### src/logic/bsad_pkg.sv
// package for the packed-byte subtract and sad accumulate datapath
package bsad_pkg;
   localparam int BYTE_W  = 8;
   localparam int HALF_W  = 16;
   localparam int WORD_W  = 32;
   localparam int LANES   = 4;
   localparam int ALIGN_W = 2;
   localparam int DIFF_W  = 9;
   localparam logic [HALF_W-1:0] ACC_RESET = 16'h0000;
   localparam logic [WORD_W-1:0] DEST_RESET = 32'h0000_0000;
   // instruction length class of both operations
   localparam int INSN_LEN_BITS = 32;
   localparam int PARTNER_LEN_BITS = 16;

   typedef enum logic [1:0] {
      BSAD_OP_NONE,
      BSAD_OP_SUB,
      BSAD_OP_SAA
   } bsad_op_t;

   typedef struct packed {
      logic [WORD_W-1:0] hi;
      logic [WORD_W-1:0] lo;
   } bsad_pair_t;

   typedef struct packed {
      bsad_op_t              op;
      logic                  reversePairOrder;
      logic [ALIGN_W-1:0]    alignIndexA;
      logic [ALIGN_W-1:0]    alignIndexB;
      bsad_pair_t            firstSourcePair;
      bsad_pair_t            secondSourcePair;
   } bsad_req_t;

   typedef struct packed {
      logic [WORD_W-1:0] dest0;
      logic [WORD_W-1:0] dest1;
   } bsad_sub_res_t;
endpackage

### src/logic/bsad_byte_align.sv
// byte aligner: picks four contiguous bytes from an eight-byte register pair
`timescale 1ns/10ps
module bsad_byte_align (
   input  bsad_pkg::bsad_pair_t                 pairIn,
   input  wire logic                            reversePairOrder,
   input  wire logic [bsad_pkg::ALIGN_W-1:0]    alignIndex,
   output logic      [bsad_pkg::WORD_W-1:0]     aligned
);
   logic [2*bsad_pkg::WORD_W-1:0] pairBytes;

   always_comb begin
      // swap roles so low-order bytes come from the high register
      if (reversePairOrder) begin
         pairBytes = {pairIn.lo, pairIn.hi};
      end else begin
         pairBytes = {pairIn.hi, pairIn.lo};
      end
      aligned = pairBytes[alignIndex*bsad_pkg::BYTE_W +: bsad_pkg::WORD_W];
   end
endmodule // bsad_byte_align

### src/logic/bsad_datapath.sv
// packed-byte quad subtract and sum-of-absolute-difference accumulate datapath
// Operation
// - the quad subtract takes each aligned unsigned byte of the second operand from the first.
// - lanes 0,1 go to dest0 and lanes 2,3 to dest1 as sign-extended halves, even lane low.
// - for the subtract, align index a aligns the first pair and index b the second.
// - alignment 00b..11b selects bytes 3..0, 4..1, 5..2, 6..3 of the eight-byte pair.
// - reverse pair order swaps the two registers of each pair before alignment.
// - either operation suppresses misalignment exceptions of parallel 32-bit loads.
// - both operations are decoded as 32-bit encodings.
// - these 32-bit forms may issue together with permitted 16-bit instructions.
// - the accumulate adds the absolute difference of each aligned byte pair into a half.
// - the four sums update both halves of both accumulators independently.
// - accumulator halves wrap modulo 2^16 and never saturate.
// - for the accumulate, index a aligns the first pair and index b the second.
`timescale 1ns/10ps
module bsad_datapath (
   input  wire logic                            clock,
   input  wire logic                            rstn,
   input  wire logic                            issueValid,
   input  bsad_pkg::bsad_req_t                  issueReq,
   input  wire logic                            accClear,
   output bsad_pkg::bsad_sub_res_t              subResult,
   output logic                                 subResultValid,
   output logic      [bsad_pkg::HALF_W-1:0]     acc0LowHalf,
   output logic      [bsad_pkg::HALF_W-1:0]     acc0HighHalf,
   output logic      [bsad_pkg::HALF_W-1:0]     acc1LowHalf,
   output logic      [bsad_pkg::HALF_W-1:0]     acc1HighHalf,
   output logic                                 misalignSuppress,
   output logic                                 wideEncoding,
   output logic                                 pairIssueAllowed
);
   localparam int BW = bsad_pkg::BYTE_W;
   localparam int HW = bsad_pkg::HALF_W;
   localparam int NL = bsad_pkg::LANES;

   logic [bsad_pkg::WORD_W-1:0] alignedA;
   logic [bsad_pkg::WORD_W-1:0] alignedB;
   logic                        isSub;
   logic                        isSaa;
   logic [HW-1:0]               laneDiff [NL];
   logic [HW-1:0]               laneAbs  [NL];
   logic [HW-1:0]               acc_q    [NL];
   logic [HW-1:0]               acc_d    [NL];
   bsad_pkg::bsad_sub_res_t     sub_q;
   bsad_pkg::bsad_sub_res_t     sub_d;
   logic                        subValid_q;
   logic                        subValid_d;

   // decode: only a valid issue carrying a packed-byte op is taken
   always_comb begin
      isSub = 1'b0;
      isSaa = 1'b0;
      if (issueValid) begin
         unique case (issueReq.op)
            bsad_pkg::BSAD_OP_SUB: begin
               isSub = 1'b1;
            end
            bsad_pkg::BSAD_OP_SAA: begin
               isSaa = 1'b1;
            end
            bsad_pkg::BSAD_OP_NONE: begin
               isSub = 1'b0;
            end
            // the spare op code is refused like an idle slot
            default: begin
               isSub = 1'b0;
            end
         endcase
      end
   end

   // both operations share the aligners; the pair operands, pair order and align indices are wired in, not the op
   bsad_byte_align alignFirst (
      .pairIn           (issueReq.firstSourcePair),
      .reversePairOrder (issueReq.reversePairOrder),
      .alignIndex       (issueReq.alignIndexA),
      .aligned          (alignedA)
   );

   bsad_byte_align alignSecond (
      .pairIn           (issueReq.secondSourcePair),
      .reversePairOrder (issueReq.reversePairOrder),
      .alignIndex       (issueReq.alignIndexB),
      .aligned          (alignedB)
   );

   // lane operands: byte i of each aligned word, widened by a zero bit
   logic [bsad_pkg::DIFF_W-1:0] laneOpA [NL];
   logic [bsad_pkg::DIFF_W-1:0] laneOpB [NL];
   logic [bsad_pkg::DIFF_W-1:0] laneD9  [NL];
   logic                        laneNeg [NL];

   always_comb begin
      for (int i = 0; i < NL; i++) begin
         laneOpA[i] = {1'b0, alignedA[i*BW +: BW]};
      end
   end

   always_comb begin
      for (int i = 0; i < NL; i++) begin
         laneOpB[i] = {1'b0, alignedB[i*BW +: BW]};
      end
   end

   // nine bits hold the exact difference of two unsigned bytes, no overflow
   always_comb begin
      for (int i = 0; i < NL; i++) begin
         laneD9[i] = laneOpA[i] - laneOpB[i];
      end
   end

   always_comb begin
      for (int i = 0; i < NL; i++) begin
         laneNeg[i] = laneD9[i][bsad_pkg::DIFF_W-1];
      end
   end

   always_comb begin
      for (int i = 0; i < NL; i++) begin
         laneDiff[i] = {{(HW-bsad_pkg::DIFF_W){laneNeg[i]}}, laneD9[i]};
      end
   end

   // magnitude fits one byte, so negating the widened value is exact
   always_comb begin
      for (int i = 0; i < NL; i++) begin
         if (laneNeg[i]) begin
            laneAbs[i] = HW'(-laneDiff[i]);
         end else begin
            laneAbs[i] = laneDiff[i];
         end
      end
   end

   // subtract result group: dest words only move on a taken subtract
   always_comb begin
      sub_d      = sub_q;
      subValid_d = isSub;
      if (isSub) begin
         sub_d.dest0 = {laneDiff[1], laneDiff[0]};
         sub_d.dest1 = {laneDiff[3], laneDiff[2]};
      end
   end

   always_ff @(posedge clock or negedge rstn) begin
      if (!rstn) begin
         sub_q      <= {bsad_pkg::DEST_RESET, bsad_pkg::DEST_RESET};
         subValid_q <= 1'b0;
      end else begin
         sub_q      <= sub_d;
         subValid_q <= subValid_d;
      end
   end

   // accumulator group: clear wins over a same-cycle accumulate
   always_comb begin
      for (int i = 0; i < NL; i++) begin
         acc_d[i] = acc_q[i];
         if (accClear) begin
            acc_d[i] = bsad_pkg::ACC_RESET;
         end else if (isSaa) begin
            // plain modular add: overflow wraps, the sum is never clamped
            acc_d[i] = HW'(acc_q[i] + laneAbs[i]);
         end
      end
   end

   // no overflow flag: keeping blocks small enough is left to software
   always_ff @(posedge clock or negedge rstn) begin
      if (!rstn) begin
         for (int i = 0; i < NL; i++) begin
            acc_q[i] <= bsad_pkg::ACC_RESET;
         end
      end else begin
         for (int i = 0; i < NL; i++) begin
            acc_q[i] <= acc_d[i];
         end
      end
   end

   // result words straight from their flops
   assign subResult      = sub_q;
   assign subResultValid = subValid_q;

   // lane to accumulator half mapping
   assign acc0LowHalf    = acc_q[0];
   assign acc0HighHalf   = acc_q[1];
   assign acc1LowHalf    = acc_q[2];
   assign acc1HighHalf   = acc_q[3];

   // combinational so the load unit sees it in the issue cycle
   always_comb begin
      misalignSuppress = 1'b0;
      wideEncoding     = 1'b0;
      pairIssueAllowed = 1'b0;
      if (isSub || isSaa) begin
         misalignSuppress = 1'b1;
         wideEncoding     = (bsad_pkg::INSN_LEN_BITS == 32);
      end
      // pairing is only offered for the wide form
      if (wideEncoding) begin
         pairIssueAllowed = (bsad_pkg::PARTNER_LEN_BITS == 16);
      end
   end
endmodule // bsad_datapath

### config.mk
export PLATFORM = sky130hd
export DESIGN_NAME = bsad_datapath
export DESIGN_NICKNAME = d
export VERILOG_FILES = /design/src/logic/bsad_pkg.sv /design/src/logic/bsad_byte_align.sv /design/src/logic/bsad_datapath.sv
export SDC_FILE = /design/constraint.sdc
export NUM_CORES = 1
export LEC_CHECK = 0
export BUFFER_PORTS_ARGS = -buffer_cell sky130_fd_sc_hd__buf_2
export CAP_MARGIN = 20
export CORE_UTILIZATION = 35
export CTS_BUF_LIST = sky130_fd_sc_hd__clkbuf_2 sky130_fd_sc_hd__clkbuf_4 sky130_fd_sc_hd__clkbuf_8
export CTS_CLUSTER_SIZE = 20
export DETAILED_ROUTE_END_ITERATION = 12
export PLACE_DENSITY = 0.61
export SYNTH_ARGS = -nofsm -noshare
export SYNTH_HDL_FRONTEND = slang
export SYNTH_HIERARCHICAL = 1
export SYNTH_SLANG_ARGS = --single-unit
### constraint.sdc
create_clock -name clock -period 3.2 [get_ports clock]
set_clock_uncertainty 0.15 [all_clocks]
set_input_delay 0.64 -clock clock [delete_from_list [all_inputs] [get_ports clock]]
set_output_delay 0.64 -clock clock [all_outputs]
set_load 0.1 [all_outputs]
==> impl_metrics.py <==
metrics = {
    "clock_network": {
        "cts_tree": "built",
        "cts-root-buf": "clkbuf_8",
        "cts_max_level": 3,
        "cts_made_buffers": 9,
        "clk_pin_slew_ps": 100,
        "ctsLongestPathBuffers": 2,
        "clock_latency_ps": 390,
        "clkSinkCount": 101,
    },
    "critical_path": {
        "cpMaxStageDelayCell": "or4_1",
        "slowest_delay_ps": 400,
        "r2r_start": "acc0LowHalf[0]$_DFFE_PN0P_",
        "criticalPathCategory": "in -> reg",
        "path_buf_inv": 5,
        "cp_cell_sequence": "buf_12 > buf_12 > buf_6 > mux2i_4 > o22ai_2 > a221o_1 > inv_1 > ha_2 > inv_2 > fa_2 > a211oi_4 > o21bai_1 > a21oi_2 > o21bai_2 > a21o_4 > mux2_4 > ha_4 > a211oi_4 > o21a_1 > o31a_1 > and4b_1 > a211oi_2 > or4_1 > nand3_1",
        "cp-end-kind": "register",
        "cp_data_required_time_ps": 3390,
        "critPathTopFamily": "compound AO/OA/AOI/OAI gates",
        "crit_path_start_kind": "primary input",
        "cp_data_arrival_time_ps": 5250,
        "startpoint": "issueReq[132]",
        "worstPathMaxFanout": 6,
    },
    "detailed_routing": {
        "drt-met1-wl_um": 19300,
        "drc": 0,
        "met2_length_um": 22000,
        "drtIter0Drc": 648,
        "wirelength_um": 44200,
        "routed-via-count": 13000,
        "dr_wl_met3_um": 1900,
        "firstDrtPassIters": 4,
        "drt-vias-per-instance": 5.38,
        "highest_layer": "met4",
        "wl_per_cell_um": 18.3,
        "ant_nets": 0,
    },
    "power_and_ir_drop": {
        "power_density_nw_per_um2": 690,
        "power.switching_uw": 6750,
        "p_comb_share_pct": 79.7,
        "ir_worst_vdd_uv": 882,
        "clkPwrFrac_pct": 6.9,
        "intPower_uw": 6010,
        "totalPowerFinal_uw": 12800,
        "power_switching_share_pct": 52.9,
        "p_leak_uw": 0.00912,
        "seqPwrFrac_pct": 13.5,
    },
    "hold_path": {
        "hold_class": "reg -> reg",
        "hold_path.startpoint": "subResult[18]$_DFFE_PN0P_",
    },
    "finish": {
        "nets": 2213,
        "nFillCells": 3059,
        "area_growth_pct": 52.5,
        "drive_gt1_share_pct": 50.0,
        "num_antenna_cells": 0,
    },
    "synth": {
        "yosysUniqueCellTypes": 68,
        "syn_inst": 1403,
        "ys_top_cells_by_area": "dfrtp_1, ha_1, mux2i_1",
        "yosysWarnings": 6,
        "yosysTopAreaCell": "dfrtp_1",
        "syn_area_per_cell_um2": 8.64,
        "ys_seq_area_share_pct": 20.8,
        "synth_seq_cells": 101,
        "synth_area_um2": 12100,
        "synth_edf_count": 0,
        "ys_top_cells_by_count": "nand2_1, dfrtp_1, ha_1",
        "ys.flop_type": "dfrtp_1",
        "synth.most_common_cell": "nand2_1",
        "netlist.area_leader.share_pct": 20.8,
        "async_flop_share_pct": 100,
    },
    "sta": {
        "slew_viol_final": 0,
        "period_needed_ps": 5060,
        "worst_pin_slew_ps": 801,
        "rsz0062_at_grt": "yes",
        "slew_headroom_pct": 46.6,
        "fmax_mhz": 198,
        "fin_hold_ws_ps": 342,
        "fin_ws_ps": -1860,
        "finalSetupViolCount": 67,
        "fin_crit_sh_pct": 158,
        "final_hold_viol_count": 0,
    },
    "die": {
        "ioPinCount": 271,
        "coreArea_um2": 33800,
        "dieArea_um2": 35400,
        "die_w_um": 188,
        "start_util_pct": 35.9,
        "die_y_um": 188,
        "row_count": 67,
    },
    "global_routing": {
        "grt_pass1_wl_um": 67400,
        "antenna_found_initial": 0,
        "grt_max_degree": 80,
        "grt_use_total_pct": 23.8,
        "overflow": 0,
        "grt_pass1_vias": 12500,
    },
    "flow_run": {
        "maxCapViolCount": 0,
    },
    "outcome": {
        "violations": "setup timing",
        "status": "finished, violations left",
    },
    "place": {
        "hpwl_um": 33800,
        "port_buffers": 270,
        "gp_congestion": 0.932,
    },
}
per-stage QoR:
step / cells / utilization, % / instance area, um2 / setup TNS (ps) / setup slack, ps
after floorplan: 1426 / - / 12500 / -89640 / -1970
after global placement: 2331 / 47.2 / 15900 / -128130 / -2360
after detailed placement: 2331 / 47.2 / 15900 / -132980 / -2500
after CTS: 2389 / 51.2 / 17300 / -80740 / -1710
after global routing: 2419 / 54.7 / 18500 / -99580 / -1990
final: 2419 / 54.7 / 18500 / -88880 / -1860
layout by cell type (no fill, tap or decap), drive strengths merged, types with 5 or more instances in the layout:
cell type | netlist | routed
o211ai | 5 | 5
a31oi | 24 | 24
buf | 80 | 636
conb | 1 | 24
o31a | 6 | 6
nand3 | 19 | 19
o21bai | 10 | 10
ha | 100 | 100
xor2 | 24 | 24
nor2 | 82 | 82
nand2b | 19 | 19
nand2 | 136 | 136
fa | 8 | 8
and2 | 6 | 6
mux2i | 97 | 97
nor2b | 16 | 16
a21oi | 81 | 81
a21o | 34 | 36
o21a | 16 | 16
nand4 | 11 | 11
xnor2 | 57 | 57
inv | 64 | 66
mux2 | 73 | 73
clkbuf | 32 | 10
nor4b | 5 | 5
o22ai | 67 | 67
a221o | 65 | 65
dfrtp | 101 | 101
and3 | 7 | 7
nor3 | 14 | 14
nand3b | 5 | 5
a211oi | 21 | 21
o21ai | 69 | 69
final timing paths:
kind | to | slack, ps | cells after the start
min in group asynchronous | acc1LowHalf[7]$_DFFE_PN0P_ | 520 | 2
setup / recovery | acc1LowHalf[13]$_DFFE_PN0P_ | -1860 | 24
max in group asynchronous | acc0HighHalf[7]$_DFFE_PN0P_ | 1620 | 3
hold / removal | subResult[18]$_DFFE_PN0P_ | 340 | 2
setup reg to reg | acc0LowHalf[12]$_DFFE_PN0P_ | 550 | 10
hold reg to reg | subResult[18]$_DFFE_PN0P_ | 340 | 2
state kept, by name, summed over array words and instances (netlist names):
signal,cells
acc0HighHalf,16
acc0LowHalf,16
acc1HighHalf,16
acc1LowHalf,16
subResult,36
subResultValid,1
power by group through the flow:
stage	Combinational, uW	Sequential, uW	Clock, uW
floorplan	4120	3350	0
global placement	8260	1740	0
detailed placement	8350	1740	0
CTS	9190	1710	907
global route	10800	1750	939
finish	10200	1720	876
worst register-to-register path: cells and delay by family, from the launching register on:
kind	cells	cell delay, ps
adder cells (fa/ha/maj)	2	510
flip-flops	1	420
buffers and inverters	1	100
AND/OR/NAND/NOR	1	50
AO/OA/AOI/OAI	5	970
multiplexers	1	350
area by class of cell:
type	instances	area, um2	share of cell area, %
Clock inverter	7	72.6	0.393
Clock buffer	9	124	0.670
Tap cell	448	561	3.03
Inverter	65	244	1.32
Multi-Input combinational cell	1150	10400	56.4
Sequential cell	101	2530	13.7
Timing Repair Buffer	639	4520	24.5
timing repair:
item / 4_1_cts / 5_1_grt
resized for setup: 163 / 189
hold buffers: 1 / 0
hold endpoints to repair: 22 / 0
endpoints found under the setup margin: 75 / 76
pin swaps: 81 / 93
buffers inserted: 42 / 37
gates cloned: 4 / 0
layer usage:
layer  global-route usage [%]  vias up
met4                     6.88        0
met1                     31.2     6281
met5                        0        -
met3                     2.41       67
li1                         -     6286
met2                     41.2      380
logic make-up after synthesis:
logic type / share of synthesized area [%]
xor+xnor: 5.85
compound gates: 24.1
other cells: 0.0309
simple gates: 13.0
flops: 20.8
buf+inv: 8.49
fa+ha+maj: 11.6
mux: 16.0
Note: power is estimated with default switching activity, not from simulation.
